--- src/rtl/ddrwc_defs.vh ---
// constants for the ddr write port capture block
`ifndef DDRWC_DEFS_VH
`define DDRWC_DEFS_VH
// ----------------------------------------------------------------
// widths
// ----------------------------------------------------------------
`define DDRWC_DATA_W_DEF 36
`define DDRWC_ADDR_W 20
`define DDRWC_NIB_W 4
`define DDRWC_BYTE_W 9
`define DDRWC_MAX_LANES 4
// ----------------------------------------------------------------
// burst and local array
// ----------------------------------------------------------------
`define DDRWC_BEATS 4
`define DDRWC_BEAT_W 2
`define DDRWC_BEAT_LAST 2'h3
`define DDRWC_MEM_ABITS 4
`define DDRWC_MEM_IW 6
// ----------------------------------------------------------------
// reset values
// ----------------------------------------------------------------
`define DDRWC_BEAT_RST 2'h0
`define DDRWC_SYNC_RST 1'b0
// ----------------------------------------------------------------
// state codes, one-hot
// ----------------------------------------------------------------
`define DDRWC_ST_IDLE 2'h1
`define DDRWC_ST_BURST 2'h2
`endif

--- src/rtl/ddrwc_mem.v ---
// local storage array with per-lane write enables
`timescale 1ns/100ps
`include "ddrwc_defs.vh"
module ddrwc_mem #(
  parameter DATA_W = 36,
  parameter LANES = 4,
  parameter LANE_W = 9
) (
  input wire mclk_i,
  input wire ce_i,
  input wire wr_i,
  input wire [`DDRWC_MEM_IW-1:0] wr_idx_i,
  input wire [DATA_W-1:0] wr_data_i,
  input wire [LANES-1:0] wr_lane_en_i,
  input wire [`DDRWC_MEM_IW-1:0] rd_idx_i,
  output wire [DATA_W-1:0] rd_data_o
);
  // ----------------------------------------------------------------
  // storage, one word per address and beat, split into lanes
  // ----------------------------------------------------------------
  genvar g;
  // each lane owns its own array so every bit has a single writer
  generate
    for (g = 0; g < LANES; g = g + 1) begin : g_lane
      reg [LANE_W-1:0] lane_mem_r [0:(1<<`DDRWC_MEM_IW)-1]; // this lane of every word
      reg [LANE_W-1:0] lane_rd_r; // registered read of this lane
      // lane write, a disabled lane keeps its old bits
      always @(posedge mclk_i) begin
        if (ce_i && wr_i && wr_lane_en_i[g]) begin
          lane_mem_r[wr_idx_i] <= wr_data_i[g*LANE_W +: LANE_W];
        end
      end
      // registered read port of this lane
      always @(posedge mclk_i) begin
        if (ce_i) begin
          lane_rd_r <= lane_mem_r[rd_idx_i];
        end
      end
      assign rd_data_o[g*LANE_W +: LANE_W] = lane_rd_r;
    end
  endgenerate
endmodule

--- src/rtl/ddrwc_top.v ---
// write port capture of a double data rate synchronous sram
// Operation
// - capture data on both input clock rises
// - sample select on positive clock rise
// - deselected port ignores data, array unchanged
// - width 8 uses two nibble masks
// - masks sampled on the data edge
// - masked nibble discarded, stored nibble unchanged
// - wider widths use nine-bit lane masks
// - address sampled on positive rise when selected
// - accesses start only on positive clock rise
`timescale 1ns/100ps
`include "ddrwc_defs.vh"
module ddrwc_top #(
  parameter DATA_W = `DDRWC_DATA_W_DEF
) (
  input wire mclk_i,
  input wire rst_i,
  input wire ce_i,
  input wire k_pin_i,
  input wire k_n_pin_i,
  input wire write_port_select_n_i,
  input wire [`DDRWC_ADDR_W-1:0] addr_i,
  input wire [DATA_W-1:0] wr_data_i,
  input wire low_nibble_mask_n_i,
  input wire high_nibble_mask_n_i,
  input wire [`DDRWC_MAX_LANES-1:0] lane_write_mask_n_i,
  input wire [`DDRWC_MEM_IW-1:0] rd_idx_i,
  output reg wr_valid_o,
  output reg [`DDRWC_ADDR_W-1:0] wr_addr_o,
  output reg [`DDRWC_BEAT_W-1:0] wr_beat_o,
  output reg [DATA_W-1:0] wr_data_o,
  output reg [`DDRWC_MAX_LANES-1:0] wr_lane_en_o,
  output reg busy_o,
  output wire [DATA_W-1:0] rd_data_o
);
  // ----------------------------------------------------------------
  // lane geometry
  // ----------------------------------------------------------------
  localparam NIBBLE_MODE = (DATA_W == 8);
  localparam LANE_W = NIBBLE_MODE ? `DDRWC_NIB_W : `DDRWC_BYTE_W;
  localparam LANES = DATA_W / LANE_W;
  localparam PIN_W = 3 + `DDRWC_ADDR_W + DATA_W + LANES; // synced pin bundle
  localparam ST_IDLE = `DDRWC_ST_IDLE; // idle, waiting for select
  localparam ST_BURST = `DDRWC_ST_BURST; // burst in progress

  // ----------------------------------------------------------------
  // mask pins folded into one active-low vector
  // ----------------------------------------------------------------
  wire [LANES-1:0] mask_n_pins; // raw masks, one per lane
  generate
    if (NIBBLE_MODE) begin : g_nib
      assign mask_n_pins = {high_nibble_mask_n_i, low_nibble_mask_n_i};
    end else begin : g_byte
      assign mask_n_pins = lane_write_mask_n_i[LANES-1:0];
    end
  endgenerate

  // ----------------------------------------------------------------
  // two-stage synchronisers, all pins share one depth
  // ----------------------------------------------------------------
  wire [PIN_W-1:0] pins_raw; // pins, bundled
  reg [PIN_W-1:0] sync1_r; // first stage, read only by second
  reg [PIN_W-1:0] sync2_r; // second stage, safe to use
  reg k_last_r; // previous synced positive clock
  reg k_n_last_r; // previous synced negative clock
  assign pins_raw = {k_pin_i, k_n_pin_i, write_port_select_n_i, addr_i, wr_data_i, mask_n_pins};
  // keeping every pin on the same depth keeps data aligned with its clock edge
  always @(posedge mclk_i) begin
    if (rst_i) begin
      sync1_r <= {PIN_W{`DDRWC_SYNC_RST}};
      sync2_r <= {PIN_W{`DDRWC_SYNC_RST}};
      k_last_r <= `DDRWC_SYNC_RST;
      k_n_last_r <= `DDRWC_SYNC_RST;
    end else if (ce_i) begin
      sync1_r <= pins_raw;
      sync2_r <= sync1_r;
      k_last_r <= sync2_r[PIN_W-1];
      k_n_last_r <= sync2_r[PIN_W-2];
    end
  end

  // ----------------------------------------------------------------
  // unpack synced pins
  // ----------------------------------------------------------------
  wire k_s; // positive input clock
  wire k_n_s; // negative input clock
  wire sel_n_s; // write port select, active low
  wire [`DDRWC_ADDR_W-1:0] addr_s; // shared address
  wire [DATA_W-1:0] data_s; // write data
  wire [LANES-1:0] mask_n_s; // lane masks, active low
  assign {k_s, k_n_s, sel_n_s, addr_s, data_s, mask_n_s} = sync2_r;

  // rising edges of each input clock
  wire k_rise = k_s & ~k_last_r;
  wire k_n_rise = k_n_s & ~k_n_last_r;

  // ----------------------------------------------------------------
  // burst state
  // ----------------------------------------------------------------
  reg [1:0] state_r; // one-hot state
  reg [1:0] state_nxt;
  reg [`DDRWC_BEAT_W-1:0] beat_r; // next beat to capture
  reg [`DDRWC_BEAT_W-1:0] beat_nxt;
  reg [`DDRWC_ADDR_W-1:0] addr_r; // burst address
  reg [`DDRWC_ADDR_W-1:0] addr_nxt;
  reg cap; // capture a word this cycle
  reg [`DDRWC_BEAT_W-1:0] cap_beat; // beat of captured word
  reg [`DDRWC_ADDR_W-1:0] cap_addr; // address of captured word

  // even beats ride the positive clock, odd beats the negative one
  wire beat_odd = beat_r[0];
  wire beat_edge = beat_odd ? k_n_rise : k_rise;

  // next state and capture decisions
  always @* begin
    state_nxt = state_r;
    beat_nxt = beat_r;
    addr_nxt = addr_r;
    cap = 1'b0;
    cap_beat = beat_r;
    cap_addr = addr_r;
    case (state_r)
      ST_IDLE: begin
        // a new access only on a positive clock rise with select low
        if (k_rise && !sel_n_s) begin
          state_nxt = ST_BURST;
          addr_nxt = addr_s;
          beat_nxt = `DDRWC_BEAT_RST + 2'h1;
          cap = 1'b1;
          cap_beat = `DDRWC_BEAT_RST;
          cap_addr = addr_s;
        end
        // select high: data and address ignored, nothing written
      end
      ST_BURST: begin
        if (beat_edge) begin
          cap = 1'b1;
          if (beat_r == `DDRWC_BEAT_LAST) begin
            state_nxt = ST_IDLE;
            beat_nxt = `DDRWC_BEAT_RST;
          end else begin
            beat_nxt = beat_r + 2'h1;
          end
        end
      end
      default: begin
        state_nxt = ST_IDLE;
        beat_nxt = `DDRWC_BEAT_RST;
      end
    endcase
  end

  // state registers
  always @(posedge mclk_i) begin
    if (rst_i) begin
      state_r <= ST_IDLE;
      beat_r <= `DDRWC_BEAT_RST;
      addr_r <= {`DDRWC_ADDR_W{1'b0}};
    end else if (ce_i) begin
      state_r <= state_nxt;
      beat_r <= beat_nxt;
      addr_r <= addr_nxt;
    end
  end

  // ----------------------------------------------------------------
  // captured word and lane enables
  // ----------------------------------------------------------------
  wire [LANES-1:0] lane_en; // lanes to write this word
  wire [`DDRWC_MAX_LANES-1:0] lane_en_wide; // lane enables padded to the port width
  genvar g;
  generate
    for (g = 0; g < `DDRWC_MAX_LANES; g = g + 1) begin : g_en
      if (g < LANES) begin : g_used
        // mask sampled with the same edge as its data
        assign lane_en[g] = ~mask_n_s[g];
        assign lane_en_wide[g] = lane_en[g];
      end else begin : g_unused
        // lanes beyond the configured width never write
        assign lane_en_wide[g] = 1'b0;
      end
    end
  endgenerate

  // output word, held until the next capture
  always @(posedge mclk_i) begin
    if (rst_i) begin
      wr_valid_o <= 1'b0;
      wr_addr_o <= {`DDRWC_ADDR_W{1'b0}};
      wr_beat_o <= `DDRWC_BEAT_RST;
      wr_data_o <= {DATA_W{1'b0}};
      wr_lane_en_o <= {`DDRWC_MAX_LANES{1'b0}};
      busy_o <= 1'b0;
    end else if (ce_i) begin
      wr_valid_o <= cap;
      busy_o <= (state_nxt == ST_BURST);
      if (cap) begin
        wr_addr_o <= cap_addr;
        wr_beat_o <= cap_beat;
        wr_data_o <= data_s;
        wr_lane_en_o <= lane_en_wide;
      end
    end
  end

  // ----------------------------------------------------------------
  // local array, written one captured word per cycle
  // ----------------------------------------------------------------
  wire [`DDRWC_MEM_IW-1:0] mem_idx = {cap_addr[`DDRWC_MEM_ABITS-1:0], cap_beat};
  ddrwc_mem #(
    .DATA_W(DATA_W),
    .LANES(LANES),
    .LANE_W(LANE_W)
  ) u_mem (
    .mclk_i(mclk_i),
    .ce_i(ce_i),
    .wr_i(cap),
    .wr_idx_i(mem_idx),
    .wr_data_i(data_s),
    .wr_lane_en_i(lane_en),
    .rd_idx_i(rd_idx_i),
    .rd_data_o(rd_data_o)
  );
endmodule

--- config.mk ---
export PLATFORM = sky130hd
export DESIGN_NAME = ddrwc_top
export DESIGN_NICKNAME = d
export VERILOG_FILES = /design/src/rtl/ddrwc_mem.v /design/src/rtl/ddrwc_top.v
export VERILOG_INCLUDE_DIRS = /design/src /design/src/rtl
export SDC_FILE = /design/constraint.sdc
export NUM_CORES = 2
export LEC_CHECK = 0
export BUFFER_PORTS_ARGS = -buffer_cell sky130_fd_sc_hd__buf_2
export CAP_MARGIN = 20
export CORE_UTILIZATION = 47
export CTS_BUF_LIST = sky130_fd_sc_hd__clkbuf_2
export DETAILED_ROUTE_END_ITERATION = 8
export PLACE_DENSITY = 0.6
export RECOVER_POWER = 50
export SLEW_MARGIN = 20
export SYNTH_ARGS = -nofsm -noshare
export SYNTH_HDL_FRONTEND = slang
export SYNTH_HIERARCHICAL = 1
export SYNTH_SLANG_ARGS = --single-unit
--- constraint.sdc ---
create_clock -name mclk_i -period 4.7 [get_ports mclk_i]
set_input_delay 0.705 -clock mclk_i [delete_from_list [all_inputs] [get_ports mclk_i]]
set_output_delay 0.705 -clock mclk_i [all_outputs]
set_load 0.02 [all_outputs]
==> flow_metrics.tcl <==
set metrics [dict create \
    grt_pass1_vias 55212 \
    rr_endpoint "u_mem/g_lane[0].lane_mem_r[8][0]" \
    clk_pin_slew_ps 90 \
    synth_xor_area_frac 0 \
    reg2reg_slack_ps 420 \
    synth_adder_area_share 0.000385 \
    swShare 0.246 \
    pin_count 174 \
    maxSlewHeadroom -1.53 \
    gp_congestion 0.818 \
    synth-compound-area-share 0.0252 \
    drc 0 \
    seqCellArea_sq_mm 0.0746 \
    setup_viol 0 \
    synth_top_family_by_area "multiplexers" \
    reg2regPathDepth 10 \
    drive_gt1_frac 0.319 \
    synth_simple_gate_area_frac 0.0322 \
    vias 53814 \
    core_sq_mm 0.205 \
    synthesis.area_sq_mm 0.0976 \
    synth_flop_cell "edfxtp_1" \
    antenna_found_initial 18 \
    end_kind "flip-flop" \
    grt-ovfl-total 0 \
    drt-total-wl_microns 266000 \
    finalCritPeriodShare 0.957 \
    slowest_delay_ps 1680 \
    internal_power_w 0.0311 \
    drt-wirelength-per-cell_microns 29.0 \
    cts_buffers 645 \
    comb_power_share 0.057 \
    die_x_microns 458 \
    maxCapViolations 41 \
    run_status "finished, violations left" \
    worstPathArrival_ps 6220 \
    finClkSkew_ps 108 \
    fmax_mhz 222 \
    crit_slowest_cell "clkbuf_1" \
    violations "capacitance limit, slew limit" \
    hold_path_class "primary input to flip-flop" \
    area.growth.synth_to_final_pct 14.4 \
    fillers 16225 \
    cts_buffer_depth 4 \
    power_frac_seq 0.603 \
    crit_family "buffers and inverters" \
    p_clk_frac 0.340 \
    final-hold-violation-count 0 \
    avgSynthCellArea_sq_um 20.0 \
    crit_chain "dlygate4sd3_1, dlygate4sd3_1, clkbuf_1, clkbuf_2, mux2i_1, dlygate4sd3_1, nor2_1, dlygate4sd3_1" \
    start_kind "primary input" \
    power_density_mw_per_mm2 370 \
    avgViaCountPerCell 5.86 \
    portBuffers 171 \
    slew_viol_final 2352 \
    synth_edf_count 2340 \
    required_ps 6420 \
    cp_num_buf_inv 6 \
    multi_input_comb_area_sq_mm 0.0215 \
    synth_area_leaders "edfxtp_1 (72%), mux4_2 (13%), dfxtp_1 (4.4%), mux2i_1 (2.8%), nor2_1 (2.0%)" \
    synthCells 4877 \
    whs_ps 362 \
    yosys.area.top_type "edfxtp_1" \
    placementRows 166 \
    ys_seq_elements 2556 \
    tns_ps 0 \
    crit_end "sync1_r[58]" \
    peakVddDrop_v 0.000270 \
    p_switching_w 0.0101 \
    start_util 0.475 \
    clockRootBuffer "clkbuf_2" \
    async_flop_share 0 \
    dieArea_sq_mm 0.209 \
    path_depth 8 \
    clk_latency_ps 1910 \
    finalCriticalPeriod_ps 4500 \
    htree_levels 6 \
    p_leak_nw 37.3 \
    grtUsageTotal 0.255 \
    crit_type "primary input to flip-flop" \
    final_antenna_net_count 0 \
    die_h_microns 458 \
    worstMarginPinSlew_ps 3790 \
    yosysWarnings 6 \
    yosysUniqueCellTypes 51 \
    grt_max_degree 91 \
    ctsResizeCount 0 \
    dr.pass1.iters 8 \
    place_hpwl_microns 158000 \
    cp-startpoint "ce_i" \
    grt_first_pass_wirelength_microns 381000 \
    yosysSeqAreaShare 0.764 \
    yosysTopAreaCellShare 0.720 \
    synth.area.mux_share 0.162 \
    rsz0062_at_grt "no" \
    clock-sinks 2556 \
    crit_top_cell "dlygate4sd3_1" \
    nets 6143 \
    r2r_start "state_r[0]" \
    synth_fp_nets 4954 \
    drt_iter0_drc 5575 \
    cts_tree "done" \
    path_max_fanout 30 \
]
-- routing by layer --
layer  wire length [microns]  vias to the layer above  global-route usage
li1                        -                    22574                   -
met1                  105000                    28120               0.342
met2                  128000                     2674               0.401
met3                   25300                      438              0.0709
met4                    8060                        8              0.0901
met5                     114                        -                   0
-- power groups by stage --
stage,Clock (W),Combinational (W),Sequential (W)
detailed placement,0,0.00216,0.0254
CTS,0.0145,0.00238,0.0248
floorplan,0,0.00122,0.0254
global route,0.0155,0.00250,0.0249
global placement,0,0.00214,0.0254
finish,0.0140,0.00237,0.0249
-- kinds of logic (layout without fill, tap and decap cells) --
group | after synthesis | count (layout)
and+or+nand+nor | 780 | 780
buffers and inverters | 319 | 1917
AOI/OAI and AO/OA | 364 | 364
muxes | 855 | 855
DFF | 2556 | 2556
other | 0 | 24
adders and majority gates | 3 | 3
-- layout make-up --
class | count | share of cell area
Clock inverter | 163 | 0.00715
Multi-Input combinational cell | 2002 | 0.193
Timing Repair Buffer | 841 | 0.0605
Sequential cell | 2556 | 0.668
Antenna cell | 24 | 0.000538
Tap cell | 2688 | 0.0301
Inverter | 20 | 0.000672
Clock buffer | 893 | 0.0400
-- worst min-delay path: stages --
cell,delay (ps)
dlygate4sd3_1,580
buf_2,320
nor3_1,260
a211oi_1,120
-- cell usage after synthesis (all sizes together), types with 2 or more instances --
master / number
nor2b: 4
a211oi: 13
mux4: 582
nand2b: 8
and3b: 4
nor2: 525
a2111oi: 2
o21ai: 69
nor3b: 8
buf: 164
inv: 20
ha: 3
and3: 2
mux2: 2
nand4bb: 2
o221ai: 29
edfxtp: 2340
nand2: 170
a221oi: 65
or3b: 3
dfxtp: 216
a31oi: 14
or2: 3
o22ai: 68
nand3b: 5
mux2i: 271
and2: 4
o221a: 15
nor3: 28
a21oi: 81
clkbuf: 135
nand3: 10
-- registers in the layout, indices dropped and copies added (netlist names) --
| signal | count |
|---|---|
| sync2_r | 63 |
| u_mem/g_lane.lane_mem_r | 2304 |
| busy_o | 1 |
| sync1_r | 63 |
| u_mem/g_lane.lane_rd_r | 36 |
| beat_r | 2 |
| wr_addr_o | 20 |
| k_n_last_r | 1 |
| k_last_r | 1 |
| wr_valid_o | 1 |
| state_r | 2 |
| wr_beat_o | 2 |
| wr_lane_en_o | 4 |
| addr_r | 20 |
| wr_data_o | 36 |
-- worst min path at each step --
stage                startpoint                           end  slack, ps  depth (start not counted)
floorplan            addr_r[18]                    addr_r[18]        430                          2
global placement     addr_r[18]                    addr_r[18]        440                          2
detailed placement   addr_r[18]                    addr_r[18]        440                          2
CTS                 rd_idx_i[5]  u_mem/g_lane[2].lane_rd_r[8]         60                          4
global route        rd_idx_i[5]  u_mem/g_lane[2].lane_rd_r[8]        180                          4
finish              rd_idx_i[5]  u_mem/g_lane[2].lane_rd_r[8]        360                          4
-- stage by stage --
stage	utilization	instance area [sq um]	power, W	instances	setup slack (ps)
finish	0.544	112000	0.0413	9187	201
global placement	0.505	104000	0.0275	7830	705
CTS	0.544	112000	0.0417	9163	569
global route	0.543	112000	0.0429	9166	134
detailed placement	0.505	104000	0.0275	7830	668
floorplan	-	97600	0.0267	4877	1550
-- repair_timing --
action,4_1_cts,5_1_grt
hold endpoints to repair,792,0
hold buffers,277,0
buffers inserted,0,0
setup endpoints to repair,0,0
-- cell usage in the layout (no fill, tap or decap), types with 4 or more instances in the layout --
master | netlist | final
inv_1 | 20 | 19
nor3_1 | 28 | 28
dlygate4sd3_1 | 0 | 275
nand3b_1 | 5 | 5
nor2_1 | 525 | 525
edfxtp_1 | 2340 | 2340
nand3_1 | 10 | 6
nand2_1 | 170 | 169
and3b_1 | 4 | 4
inv_2 | 0 | 17
o221a_1 | 15 | 15
o21ai_0 | 42 | 44
buf_2 | 97 | 165
nor3b_1 | 8 | 8
nand3_2 | 0 | 4
o21ai_1 | 27 | 25
clkbuf_2 | 0 | 898
clkinv_2 | 0 | 13
buf_4 | 42 | 330
a211oi_1 | 13 | 13
clkinv_1 | 0 | 125
nand2b_1 | 8 | 7
o22ai_1 | 68 | 68
a21oi_1 | 81 | 81
clkbuf_1 | 135 | 38
a221oi_1 | 65 | 65
buf_12 | 0 | 22
dfxtp_1 | 216 | 208
o221ai_1 | 29 | 29
a31oi_1 | 14 | 14
bufinv_16 | 0 | 6
diode_2 | 0 | 24
mux4_2 | 582 | 582
mux2i_1 | 271 | 271
dfxtp_2 | 0 | 8
(Power assumes the default switching activity.)
